**config.mk**
```make
export PLATFORM = sky130hd
export DESIGN_NAME = fswc_controller
export DESIGN_NICKNAME = d
export VERILOG_FILES = /design/src/logic/fswc_pkg.sv /design/src/logic/fswc_controller.sv /design/src/logic/fswc_latch_bank.sv
export VERILOG_INCLUDE_DIRS = /design/src /design/src/logic
export SDC_FILE = /design/constraint.sdc
export NUM_CORES = 1
export LEC_CHECK = 0
export BUFFER_PORTS_ARGS = -buffer_cell sky130_fd_sc_hd__clkbuf_2
export CAP_MARGIN = 0
export CORE_ASPECT_RATIO = 0.8
export CORE_MARGIN = 2
export CORE_UTILIZATION = 35
export CTS_BUF_LIST = sky130_fd_sc_hd__clkbuf_4 sky130_fd_sc_hd__clkbuf_8 sky130_fd_sc_hd__clkbuf_16
export CTS_CLUSTER_DIAMETER = 30
export CTS_CLUSTER_SIZE = 14
export DETAILED_ROUTE_END_ITERATION = 6
export GPL_TIMING_DRIVEN = 0
export SYNTH_ARGS = -nofsm -noshare
export SYNTH_HDL_FRONTEND = slang
export SYNTH_SLANG_ARGS = --single-unit
```
**constraint.sdc**
```tcl
create_clock -name clk_sys_in -period 3 [get_ports clk_sys_in]
set_clock_uncertainty 0.15 [all_clocks]
set_input_delay 0 -clock clk_sys_in [delete_from_list [all_inputs] [get_ports clk_sys_in]]
set_output_delay 0 -clock clk_sys_in [all_outputs]
set_load 0.02 [all_outputs]
```
**src/logic/fswc_defs.svh**
```systemverilog
// offsets, field positions, reset values and timing counts of the
// flash self-write controller; assumes a 200 MHz system clock.
// Operation
// - aux user ids and config words writable
// - id words and info area read-only
// - invalid aux read clears data word
// - error on protection, reset, broken unlock; a reset sets it only while a write is busy
// - hardware never clears the error flag
// - error flag undefined while write busy
// - erase whole row, data ignored
// - erased row reads all ones
// - latch load ignores protection, no array
// - program row then blank all latches
// - no erase or program without enable
// - write start only after 55 then aa
// - self-timed, hardware clears write start
// - read start reads, then clears itself
// - 15-bit address, top bit undefined busy
// - data word survives non power-on resets
// - upper bits row, low five latch
// - completion flag set after erase/write
`ifndef FSWC_DEFS_SVH
`define FSWC_DEFS_SVH

// register indices; byte address is four times the index
`define FSWC_IDX_ADDR 14'h1c8c
`define FSWC_IDX_DATA 14'h1c8e
`define FSWC_IDX_CTRL 14'h1c90
`define FSWC_IDX_KEY 14'h1c91
`define FSWC_IDX_STAT 14'h1c92

`define FSWC_CTRL_RD 0
`define FSWC_CTRL_WR 1
`define FSWC_CTRL_PROGRAM_ENABLE 2
`define FSWC_CTRL_ERR 3
`define FSWC_CTRL_FREE 4
`define FSWC_CTRL_LATCH_ONLY 5
`define FSWC_CTRL_REGS 6
`define FSWC_STAT_DONE 0

`define FSWC_KEY_FIRST 8'h55
`define FSWC_KEY_SECOND 8'haa
`define FSWC_ADDR_RST 15'h0000
`define FSWC_DATA_RST 14'h0000
`define FSWC_LATCH_BLANK 14'h3fff

// aux region offsets, relative to the 0x8000 base
`define FSWC_UID_LO 15'h0000
`define FSWC_UID_HI 15'h0003
`define FSWC_DID_LO 15'h0005
`define FSWC_DID_HI 15'h0006
`define FSWC_CFG_LO 15'h0007
`define FSWC_CFG_HI 15'h000b
`define FSWC_DIA_LO 15'h0100
`define FSWC_DIA_HI 15'h02ff

`define FSWC_CLK_MHZ 200
`define FSWC_ERASE_TIME_US 2000
`define FSWC_PROG_TIME_US 2000

`endif

```
**src/logic/fswc_pkg.sv**
```systemverilog
// types shared by the flash self-write controller and its latch bank
// assumes fswc_defs.svh is included by the modules that need numbers
package fswc_pkg;

    typedef enum logic [1:0] {FOP_NONE, FOP_READ, FOP_ERASE, FOP_PROG} fswc_fop_e;

    typedef struct packed {
        fswc_fop_e op;
        logic [15:0] addr;
        logic [13:0] wdata;
    } fswc_flash_req_s;

    typedef enum {UNL_IDLE, UNL_55, UNL_AA} fswc_unlock_e;

    typedef enum {ST_IDLE, ST_READ_WAIT, ST_READ_CAP, ST_ERASE_WAIT,
                  ST_PROG_SEND, ST_PROG_WAIT} fswc_state_e;

endpackage : fswc_pkg

```
**src/logic/fswc_controller.sv**
```systemverilog
// flash self-write controller: apb registers, unlock, erase/program
// assumes the flash array answers a read on the cycle after the request
`timescale 1ns/1ps
`default_nettype none
`include "fswc_defs.svh"

module fswc_controller
    import fswc_pkg::*;
#(
    parameter int unsigned ERASE_CYCLES = `FSWC_ERASE_TIME_US * `FSWC_CLK_MHZ,
    parameter int unsigned PROG_CYCLES = `FSWC_PROG_TIME_US * `FSWC_CLK_MHZ,
    parameter int unsigned ROW_WORDS = 32
)(
    input wire logic clk_sys_in,
    input wire logic sys_rst_in,
    input wire logic dev_rst_in,
    input wire logic psel_in,
    input wire logic penable_in,
    input wire logic pwrite_in,
    input wire logic [15:0] paddr_in,
    input wire logic [31:0] pwdata_in,
    output logic [31:0] prdata_out,
    output logic pready_out,
    output logic pslverr_out,
    input wire logic write_protect_in,
    input wire logic [13:0] flash_rdata_in,
    output fswc_flash_req_s flash_req_out,
    output logic busy_out
);
    logic [14:0] addr, next_addr;
    logic [13:0] data, next_data;
    logic region, next_region, latch_only, next_latch_only, erase_req, next_erase_req;
    logic wr_err, next_wr_err, program_enable, next_program_enable, wr_bit, next_wr_bit;
    logic rd_bit, next_rd_bit, done_flag, next_done_flag;
    fswc_unlock_e unlock_st, next_unlock_st;
    fswc_state_e state, next_state;
    logic [23:0] cnt, next_cnt;
    logic [4:0] word_idx, next_word_idx;
    fswc_flash_req_s next_req;
    logic [31:0] next_prdata;
    logic next_pslverr;
    logic latch_load, latch_blank;
    logic [13:0] latch_word;
    logic acc_wr, acc_rd, setup, hit_addr, hit_data, hit_ctrl, hit_key;
    logic hit_stat, hit_any, start_try, start_ok, prot, err_set;

    function automatic logic in_rng(input logic [14:0] a, lo, hi);
        in_rng = (a >= lo) && (a <= hi);
    endfunction : in_rng

    function automatic logic aux_readable(input logic [14:0] a);
        aux_readable = in_rng(a, `FSWC_UID_LO, `FSWC_UID_HI) ||
                       in_rng(a, `FSWC_DID_LO, `FSWC_CFG_HI) ||
                       in_rng(a, `FSWC_DIA_LO, `FSWC_DIA_HI);
    endfunction : aux_readable

    function automatic logic aux_writable(input logic [14:0] a);
        aux_writable = in_rng(a, `FSWC_UID_LO, `FSWC_UID_HI) ||
                       in_rng(a, `FSWC_CFG_LO, `FSWC_CFG_HI);
    endfunction : aux_writable

    function automatic logic hit(input logic [15:0] pa, input logic [13:0] idx);
        hit = (pa[15:2] == idx) && (pa[1:0] == 2'b00);
    endfunction : hit

    assign setup = psel_in && !penable_in;
    assign acc_wr = psel_in && penable_in && pwrite_in;
    assign acc_rd = psel_in && penable_in && !pwrite_in;
    assign hit_addr = hit(paddr_in, `FSWC_IDX_ADDR);
    assign hit_data = hit(paddr_in, `FSWC_IDX_DATA);
    assign hit_ctrl = hit(paddr_in, `FSWC_IDX_CTRL);
    assign hit_key = hit(paddr_in, `FSWC_IDX_KEY);
    assign hit_stat = hit(paddr_in, `FSWC_IDX_STAT);
    assign hit_any = hit_addr || hit_data || hit_ctrl || hit_key || hit_stat;
    assign pready_out = 1'b1;
    assign busy_out = wr_bit;

    // a write start only counts while the unlock pair is armed
    assign start_try = acc_wr && hit_ctrl && pwdata_in[`FSWC_CTRL_WR];
    assign start_ok = start_try && unlock_st == UNL_AA && state == ST_IDLE;
    assign prot = pwdata_in[`FSWC_CTRL_REGS] ? !aux_writable(addr)
                                            : write_protect_in;

    fswc_latch_bank #(
        .WORDS(ROW_WORDS),
        .IDX_W(5)
    ) u_latch (
        .clk_sys_in(clk_sys_in),
        .sys_rst_in(sys_rst_in),
        .load_in(latch_load),
        .load_idx_in(addr[4:0]),
        .load_data_in(data),
        .blank_in(latch_blank),
        .rd_idx_in(word_idx),
        .rd_data_out(latch_word)
    );

    // read data is captured in the setup cycle so it comes from a flop
    always_comb
    begin
        next_prdata = prdata_out;
        next_pslverr = pslverr_out;
        if (setup)
        begin
            next_prdata = 32'h0000_0000;
            next_pslverr = !hit_any;
            if (!pwrite_in && hit_addr)
                next_prdata[14:0] = addr;
            if (!pwrite_in && hit_data)
                next_prdata[13:0] = data;
            // error bit shows its flop while busy
            if (!pwrite_in && hit_ctrl)
                next_prdata[6:0] = {region, latch_only, erase_req, wr_err, program_enable,
                                    wr_bit, rd_bit};
            if (!pwrite_in && hit_stat)
                next_prdata[`FSWC_STAT_DONE] = done_flag;
        end
    end

    always_comb
    begin
        next_addr = addr;
        next_data = data;
        next_region = region;
        next_latch_only = latch_only;
        next_erase_req = erase_req;
        next_wr_err = wr_err;
        next_program_enable = program_enable;
        next_wr_bit = wr_bit;
        next_rd_bit = rd_bit;
        next_done_flag = done_flag;
        next_unlock_st = unlock_st;
        next_state = state;
        next_cnt = cnt;
        next_word_idx = word_idx;
        next_req = '{op: FOP_NONE, addr: 16'h0000, wdata: 14'h0000};
        latch_load = 1'b0;
        latch_blank = 1'b0;
        err_set = 1'b0;
        if (acc_wr && hit_addr)
            next_addr = pwdata_in[14:0];
        if (acc_wr && hit_data)
            next_data = pwdata_in[13:0];
        if (acc_wr && hit_ctrl)
        begin
            next_region = pwdata_in[`FSWC_CTRL_REGS];
            next_latch_only = pwdata_in[`FSWC_CTRL_LATCH_ONLY];
            next_program_enable = pwdata_in[`FSWC_CTRL_PROGRAM_ENABLE];
            next_wr_err = pwdata_in[`FSWC_CTRL_ERR];
            next_erase_req = erase_req || pwdata_in[`FSWC_CTRL_FREE];
        end
        if (acc_wr && hit_stat && pwdata_in[`FSWC_STAT_DONE])
            next_done_flag = 1'b0;
        // unlock key sequence
        // any transfer other than the expected next step breaks it
        if (acc_wr || acc_rd)
        begin
            unique case (unlock_st)
                UNL_IDLE:
                    if (acc_wr && hit_key && pwdata_in[7:0] == `FSWC_KEY_FIRST)
                        next_unlock_st = UNL_55;
                UNL_55:
                begin
                    next_unlock_st = UNL_IDLE;
                    if (acc_wr && hit_key && pwdata_in[7:0] == `FSWC_KEY_SECOND)
                        next_unlock_st = UNL_AA;
                    else
                        err_set = 1'b1;
                end
                UNL_AA:
                begin
                    next_unlock_st = UNL_IDLE;
                    if (!start_ok)
                        err_set = 1'b1;
                end
            endcase
        end
        if (start_ok)
        begin
            if (pwdata_in[`FSWC_CTRL_FREE] || erase_req)
            begin
                if (prot)
                    err_set = 1'b1;
                else if (pwdata_in[`FSWC_CTRL_PROGRAM_ENABLE])
                begin
                    next_wr_bit = 1'b1;
                    next_state = ST_ERASE_WAIT;
                    next_cnt = 24'(ERASE_CYCLES - 1);
                    // array sets the row to ones
                    next_req.op = FOP_ERASE;
                    next_req.addr = {pwdata_in[`FSWC_CTRL_REGS],
                                     addr[14:5], 5'b00000};
                end
            end
            else if (pwdata_in[`FSWC_CTRL_LATCH_ONLY])
                latch_load = 1'b1;
            else if (prot)
                err_set = 1'b1;
            else if (pwdata_in[`FSWC_CTRL_PROGRAM_ENABLE])
            begin
                next_wr_bit = 1'b1;
                next_state = ST_PROG_SEND;
                next_word_idx = 5'd0;
            end
        end
        else if (acc_wr && hit_ctrl && pwdata_in[`FSWC_CTRL_RD] &&
                 state == ST_IDLE)
        begin
            if (pwdata_in[`FSWC_CTRL_REGS] && !aux_readable(addr))
                next_data = `FSWC_DATA_RST;
            else
            begin
                next_rd_bit = 1'b1;
                next_state = ST_READ_WAIT;
                next_req.op = FOP_READ;
                next_req.addr = {pwdata_in[`FSWC_CTRL_REGS], addr};
            end
        end
        unique case (state)
            ST_IDLE:
                ;
            ST_READ_WAIT:
                next_state = ST_READ_CAP;
            ST_READ_CAP:
            begin
                next_data = flash_rdata_in;
                next_rd_bit = 1'b0;
                next_state = ST_IDLE;
            end
            ST_ERASE_WAIT:
            begin
                next_cnt = cnt - 24'd1;
                if (cnt == 24'd0)
                begin
                    next_wr_bit = 1'b0;
                    next_erase_req = 1'b0;
                    next_done_flag = 1'b1;
                    next_state = ST_IDLE;
                end
            end
            ST_PROG_SEND:
            begin
                next_req.op = FOP_PROG;
                next_req.addr = {region, addr[14:5], word_idx};
                next_req.wdata = latch_word;
                next_word_idx = word_idx + 5'd1;
                if (word_idx == 5'(ROW_WORDS - 1))
                begin
                    next_state = ST_PROG_WAIT;
                    next_cnt = 24'(PROG_CYCLES - 1);
                end
            end
            ST_PROG_WAIT:
            begin
                next_cnt = cnt - 24'd1;
                if (cnt == 24'd0)
                begin
                    latch_blank = 1'b1;
                    next_done_flag = 1'b1;
                    next_wr_bit = 1'b0;
                    next_state = ST_IDLE;
                end
            end
        endcase
        // hardware set only, wins over clear
        if (err_set)
            next_wr_err = 1'b1;
        if (dev_rst_in)
        begin
            next_wr_err = wr_err || wr_bit;
            next_addr = `FSWC_ADDR_RST;
            next_region = 1'b0;
            next_latch_only = 1'b0;
            next_erase_req = 1'b0;
            next_program_enable = 1'b0;
            next_wr_bit = 1'b0;
            next_rd_bit = 1'b0;
            next_done_flag = 1'b0;
            next_unlock_st = UNL_IDLE;
            next_state = ST_IDLE;
            next_req.op = FOP_NONE;
            latch_load = 1'b0;
        end
    end

    always_ff @(posedge clk_sys_in)
    begin
        if (sys_rst_in)
        begin
            addr <= `FSWC_ADDR_RST;
            region <= 1'b0;
            latch_only <= 1'b0;
            erase_req <= 1'b0;
            wr_err <= 1'b0;
            program_enable <= 1'b0;
            wr_bit <= 1'b0;
            rd_bit <= 1'b0;
            done_flag <= 1'b0;
            unlock_st <= UNL_IDLE;
            state <= ST_IDLE;
            cnt <= 24'd0;
            word_idx <= 5'd0;
            flash_req_out <= '{op: FOP_NONE, addr: 16'h0000, wdata: 14'h0000};
            prdata_out <= 32'h0000_0000;
            pslverr_out <= 1'b0;
        end
        else
        begin
            addr <= next_addr;
            region <= next_region;
            latch_only <= next_latch_only;
            erase_req <= next_erase_req;
            wr_err <= next_wr_err;
            program_enable <= next_program_enable;
            wr_bit <= next_wr_bit;
            rd_bit <= next_rd_bit;
            done_flag <= next_done_flag;
            unlock_st <= next_unlock_st;
            state <= next_state;
            cnt <= next_cnt;
            word_idx <= next_word_idx;
            flash_req_out <= next_req;
            prdata_out <= next_prdata;
            pslverr_out <= next_pslverr;
        end
    end

    // of the two resets, only power-on reset clears the data word
    always_ff @(posedge clk_sys_in)
    begin
        data <= sys_rst_in ? `FSWC_DATA_RST : next_data;
    end
endmodule : fswc_controller
`default_nettype wire

```
**src/logic/fswc_latch_bank.sv**
```systemverilog
// row write latches of the flash self-write controller
// assumes load and blank requests come from logic on the same clock
`timescale 1ns/1ps
`default_nettype none
`include "fswc_defs.svh"

module fswc_latch_bank
    import fswc_pkg::*;
#(
    parameter int unsigned WORDS = 32,
    parameter int unsigned IDX_W = 5
)(
    input wire logic clk_sys_in,
    input wire logic sys_rst_in,
    input wire logic load_in,
    input wire logic [IDX_W-1:0] load_idx_in,
    input wire logic [13:0] load_data_in,
    input wire logic blank_in,
    input wire logic [IDX_W-1:0] rd_idx_in,
    output logic [13:0] rd_data_out
);
    logic [13:0] latch [WORDS];
    logic [13:0] next_latch [WORDS];

    always_comb
    begin
        for (int i = 0; i < WORDS; i++)
        begin
            next_latch[i] = latch[i];
            // blank state after each row program
            if (blank_in)
                next_latch[i] = `FSWC_LATCH_BLANK;
            else if (load_in && load_idx_in == IDX_W'(i))
                next_latch[i] = load_data_in;
        end
    end

    always_ff @(posedge clk_sys_in)
    begin
        for (int i = 0; i < WORDS; i++)
            latch[i] <= sys_rst_in ? `FSWC_LATCH_BLANK : next_latch[i];
    end

    assign rd_data_out = latch[rd_idx_in];

endmodule : fswc_latch_bank
`default_nettype wire

```
* After elaboration in Yosys (flattened, before gate mapping)
Memories as Yosys holds them, arrays and structs flattened. A register that Yosys moved wholly into a read port is not among the register bits.
Index checks and enable logic that the tools add are counted.
Widths: inputs -> output; s select.
** Cells by class
- Add/subtract/negate cells :: 2
- $lt $le $gt $ge :: 7
- Eq/ne operators :: 83
- Muxes and demuxes :: 172
- Bitwise operators :: 3
- Reductions and logical operators :: 93
** Operators by type and width (count)
- $mux 14 :: 102
- $mux 32 :: 13
- $pmux 32 s4 :: 1
- $mux 24 :: 5
- $eq 32x2->1 const B :: 3
- $eq 32x3->1 const B :: 3
- $ne 3x3->1 const B :: 32
- $pmux 32 s3 :: 1
- $eq 5x5->1 const B :: 17
- $mux 18 :: 4
- $eq 14x13->1 const B :: 5
- $eq 32x1->1 const B :: 2
- $logic_not 32->1 :: 2
- $logic_and 1x1->1 :: 63
- $pmux 24 s2 :: 1
- $eq 5x4->1 const B :: 8
- $mux 5 :: 8
- $mux 17 :: 2
- $mux 1 :: 31
- $ge 15x3->1 const B :: 2
- $logic_not 24->1 :: 1
- $sub 24x1->24 const B :: 1
- $eq 5x3->1 const B :: 4
- $ge 15x1->1 const B :: 1
- other kinds (27) :: 48
** Storage, ports and cells
- Bits in registers :: 178
- RAM bits :: 448
- Logic and storage cells :: 380
- Memories kept :: 1
** Memories
- u_latch.latch :: depth 32, width 14, rd ports 1, clocked after Yosys merged registers in 1, wr ports 32, line fswc_latch_bank.sv:22 : logic [13:0] latch [WORDS];

* Depth between registers and ports, before layout
- Depth after elaboration :: 15
- Gate-level depth with buffers :: 10
- Mapped depth without buffers :: 9

* Hierarchy
Synthesis repeated with hierarchy kept, for this count alone.
** Unflattened totals
- Cells, all modules :: 1733
- Area, all modules :: 24345.8 um2
** Modules (own cells, without submodules)
- fswc_latch_bank :: instances 1, cells an instance 1015, area each 17875.9 um2, seq. area each 13452.9 um2
- fswc_controller :: instances 1, cells an instance 718, area each 6470.0 um2, seq. area each 2962.8 um2

* Worst setup path before layout
No wires, ideal clock.
- Kind :: flip-flop to flip-flop
- Start :: reg state[23]
- End :: mem u_latch.latch[19][0] (enable)
- Data arrival time :: 2.711 ns
- Slack :: -0.266 ns
- Stages on the path, launching flop included :: 7
- Clock period less this slack :: 3.266 ns
- Cells stage by stage :: dfxtp_1 > nor4_2 > nand4_2 > nor4_2 > and3_1 > nand3_1 > o21ai_0
** RTL lines
- from (decl) :: line fswc_controller.sv:36 : fswc_state_e state, next_state;
- from (signal assigned) :: line fswc_controller.sv:319 : state <= next_state;
- to (decl) :: line fswc_latch_bank.sv:22

* Worst setup path after layout
- Start :: reg state[20]
- End :: reg flash_req_out[19] (netlist name)
** On the way
- Cells in the longest elaborated chain, start to end :: 5
- Elaborated cells between the ends (all ways) :: 7
- Classes of those cells :: 1 x eq/ne; 3 x mux; 3 x reduce/logical
** Ends and longest elaborated chain
- $logic_not 32->1 :: line fswc_controller.sv:80, fswc_controller.sv:207
- $logic_and 1x1->1 :: line fswc_controller.sv:206 : else if (acc_wr && hit_ctrl && pwdata_in[`FSWC_CTRL_RD] &&
- $mux 17 :: line fswc_controller.sv:206
- $mux 18 :: line fswc_controller.sv:178 : if (start_ok)
- $mux 32 (*) :: line fswc_controller.sv:219 : unique case (state)
- to (signal assigned) :: line fswc_controller.sv:303 : flash_req_out <= '{op: FOP_NONE, addr: 16'h0000, wdata: 14'h0000};
- to (signal assigned) :: line fswc_controller.sv:322 : flash_req_out <= next_req;
- to (decl) :: line fswc_controller.sv:27 : output fswc_flash_req_s flash_req_out,
Mark *: on every way between the ends. The rest lies on a longest branch, timed or not.
A chain may end at the register's enable or synchronous reset.

==> metrics.txt <==
worst path setup slack after routing=0.0474 ns; summed area of non-filler cells in the final layout=0.0307 mm2; Syn Inst Count=1449; # nets final=1858; library cell used as clock root buffer=sky130_fd_sc_hd__clkbuf_16; startpoint type of the worst setup path=flip-flop; number of buffers inserted by port buffering=98; detailed-route via count=14724; category of the most critical setup path=flip-flop to flip-flop; fraction of the core area covered by cells at the end of the flow=a little under half; GRT overflow=0; buffer levels on the longest clock path=3; main flop type after synthesis=sky130_fd_sc_hd__edfxtp_1; number of failing hold endpoints at the final stage=0; final-layout setup total negative slack=0 ns; hold-critical path endpoint=addr[8]; Worst setup EP type=flip-flop; worst min-delay path class=input pin to flip-flop; cell depth of the worst flop-to-flop path=9; slew at the pin with the worst max-slew slack=0.901 ns; post-synthesis cell area=about 0.024 mm2; worst reg2reg path startpoint=state[20]; worst vdd rail ir drop=0.454 mV; Synth Warn #=0; maximum capacitance violations=0; number of buffers added by the clock tree synthesis step=93; vias per cell=approximately 5.3; family with the most delay on the worst path=simple AND/OR/NAND/NOR gates; mean area per synthesized cell=16.4 um2; CP Cell Sequence=nor4_2, nand4_2, buf_6, or4_4, buf_6, or4_4, buf_6, a31oi_4, and2_1; reg-to-reg slack, setup=0.05 ns; RR Endpoint=flash_req_out[19]; Static Leakage=10.7 nW; start point of the worst min-delay path=paddr_in[3]; outcome=completed; normalized max-slew margin=between 30% and 40%; dpl ws=-1.43 ns; sequential area share after synthesis=69.6%; number of antenna violations at the first check in global routing=3; fin crit share=98.4%; total detailed-routing wirelength=63.4 mm; area added between synthesis and finish=29.5%; count of fill cells added during filler insertion=5723; number of setup violations in the final report=0; Min Clock Period, post-route=2.95 ns; die height=237 um; number of iterations in the first detailed-routing pass=6; total of flip-flops plus latches after synthesis=approximately 600; fraction of layout instances using a drive strength above 1=33.1%; pin count of the biggest net entering global routing=33; detailed router's first-iteration violation count=between 1000 and 1500; worst-skew pair later-pin latency=around 0.63 ns; area of the core=about 0.067 mm2; Core Rows=85; final routed DRC violation total=0; TritonCTS sink count=approximately 600; Critical path origin=state[20]; gpl congestion=just over 0.9; setup repair after global routing missed its margin=yes; multi-input combinational cell area=0.00732 mm2; vias in the first global route=14529; Antenna Diode Count=0; critical path's slowest cell=sky130_fd_sc_hd__or4_4; average wire per standard cell=22.8 um; overall routing resource usage=18.1%; number of slew-limit violations in the final report=0; count of different cell masters after synthesis=64; num ports=136; depth of the worst hold-timing path=5; fraction of registers with async set/reset=0%; cell repeated most along the worst path=sky130_fd_sc_hd__buf_6; initial cell density of the core=around a third; HPWL after DPL=about 41 mm; worst slack on hold paths=0.0111 ns; count of nets left with antenna violations after detail routing=0; clock tree from TritonCTS=yes; chip width=295 um; global-route wire length before repair=93.4 mm; die footprint=around 0.07 mm2; data required time of the critical path=3.42 ns; highest cell delay on the worst timing path=0.52 ns; Max Fclk=0.339 GHz; worst endpoint data arrival time=3.37 ns; Area after DPL=0.0259 mm2; CTS clock-pin slew for the worst setup and hold paths=~0.060 ns; number of enable flip-flop cells after synthesis=448; critical path peak fanout=10; Worst Path Buf+Inv=3; total power per unit cell area=691 mW/mm2; maximum level of the CTS H-tree=3; flip-flop and latch area=0.0165 mm2
area by class of cell:
type | instances | share of cell area (%)
inverters | 11 | 0.134
multi-input cells | 758 | 23.8
clock buffers | 106 | 8.12
flip-flops and latches | 601 | 53.8
well taps | 913 | 3.72
repair buffers | 226 | 6.29
plain buffers | 92 | 1.80
clock inverters | 69 | 2.37
synthesized netlist by cell type, types with 5 or more instances:
cell	number	area, um2
sky130_fd_sc_hd__a211oi_1	13	97.6
sky130_fd_sc_hd__nor3_1	25	125
sky130_fd_sc_hd__or2_2	7	43.8
sky130_fd_sc_hd__nand3_1	14	70.1
sky130_fd_sc_hd__clkbuf_1	58	218
sky130_fd_sc_hd__a21oi_1	54	270
sky130_fd_sc_hd__ha_1	6	75.1
sky130_fd_sc_hd__nor2b_1	5	31.3
sky130_fd_sc_hd__a311oi_1	7	61.3
sky130_fd_sc_hd__edfxtp_1	448	13500
sky130_fd_sc_hd__buf_4	18	135
sky130_fd_sc_hd__o21bai_1	6	45.0
sky130_fd_sc_hd__nand3b_1	6	45.0
sky130_fd_sc_hd__nand2_1	96	360
sky130_fd_sc_hd__buf_1	16	60.1
sky130_fd_sc_hd__o21ai_0	66	330
sky130_fd_sc_hd__a221oi_1	8	70.1
sky130_fd_sc_hd__mux4_2	140	3150
sky130_fd_sc_hd__nor4_2	6	75.1
sky130_fd_sc_hd__nor4_1	9	56.3
sky130_fd_sc_hd__nor2_1	76	285
sky130_fd_sc_hd__and2_1	39	244
sky130_fd_sc_hd__dfxtp_1	153	3060
sky130_fd_sc_hd__a22o_1	6	52.6
sky130_fd_sc_hd__nand4_1	12	75.1
sky130_fd_sc_hd__inv_1	11	41.3
sky130_fd_sc_hd__mux2i_1	30	300
sky130_fd_sc_hd__a31oi_1	8	50.1
sky130_fd_sc_hd__or4_1	10	75.1
sky130_fd_sc_hd__nor3b_1	7	52.6
sky130_fd_sc_hd__nand2b_1	23	144
sky130_fd_sc_hd__or3_1	13	81.3
per-stage QoR:
step,total power [W],std cells
floorplan,0.00997,1465
global placement,0.0103,2476
detailed placement,0.0104,2499
CTS,0.0213,2755
global route,0.0218,2776
finish,0.0212,2776
worst register-to-register path, delay by kind of cell (launching register included):
kind                   cells  cell delay [ns]
AOI/OAI and AO/OA          1             0.30
buffers and inverters      3             0.47
DFF                        1             0.32
and+or+nand+nor            5             1.64
how the worst max path moves through the flow:
stage                           end  slack (ns)  depth (start not counted)
2_1_floorplan  u_latch.latch[19][0]       -0.27                          6
3_3_place_gp   u_latch.latch[23][4]       -1.88                          6
3_5_place_dp   u_latch.latch[16][7]       -1.43                          8
4_1_cts           flash_req_out[19]       -0.01                          9
5_1_grt        u_latch.latch[15][1]       -0.04                          7
6_report          flash_req_out[19]        0.05                          9
power by group:
group	internal [W]	switching, W
Sequential	0.00934	0.0000863
Combinational	0.000362	0.000556
Clock	0.00667	0.00423
Total	0.0164	0.00487
cells in the final DEF (no fill, tap or decap), types with 21 or more instances in the layout:
cell	synthesis	routed
sky130_fd_sc_hd__nor2_1	76	73
sky130_fd_sc_hd__clkbuf_16	0	97
sky130_fd_sc_hd__o21ai_0	66	34
sky130_fd_sc_hd__edfxtp_1	448	448
sky130_fd_sc_hd__inv_6	0	21
sky130_fd_sc_hd__and2_1	39	40
sky130_fd_sc_hd__clkbuf_1	58	39
sky130_fd_sc_hd__dfxtp_1	153	151
sky130_fd_sc_hd__dlygate4sd3_1	0	68
sky130_fd_sc_hd__nand2_1	96	95
sky130_fd_sc_hd__a21oi_1	54	52
sky130_fd_sc_hd__buf_4	18	50
sky130_fd_sc_hd__mux4_2	140	140
sky130_fd_sc_hd__mux2i_1	30	27
sky130_fd_sc_hd__clkbuf_2	0	111
cell families (layout without fill, tap and decap cells):
kind of cell,Yosys count,in the layout,synth area share (%)
AOI/OAI and AO/OA,188,188,4.88
xor gates and xnor gates,2,2,0.0738
adders and majority gates,6,6,0.316
buffers and inverters,106,504,1.98
DFF,601,601,69.6
muxes,172,172,14.7
other,2,18,0.0317
and+or+nand+nor,372,372,8.45
registers in the layout, summed over array words and instances, names as in the netlist, named ones only:
register        cells
prdata_out         15
flash_req_out      32
program_enable      1
wr_err              1
done_flag           1
u_latch.latch     448
state              32
word_idx            5
data               14
pslverr_out         1
region              1
erase_req           1
cnt                24
busy_out            1
latch_only          1
rd_bit              1
unlock_st           2
addr               15
metal layers:
layer | up-vias | track usage [%] | share of wire, %
li1 | 6389 | - | -
met1 | 7537 | 26.2 | 44
met2 | 691 | 26.3 | 44
met3 | 107 | 5.43 | 10
met4 | 0 | 5.25 | 2.2
met5 | - | 0 | 0
what timing repair did:
action	in CTS	in global routing
setup buffers	13	23
endpoints found under the hold margin	61	0
endpoints found under the setup margin	984	812
pin swaps	15	12
gates cloned	0	0
resized for setup	133	33
hold buffers	69	0
No activity file was read; power rests on OpenSTA's default activity.
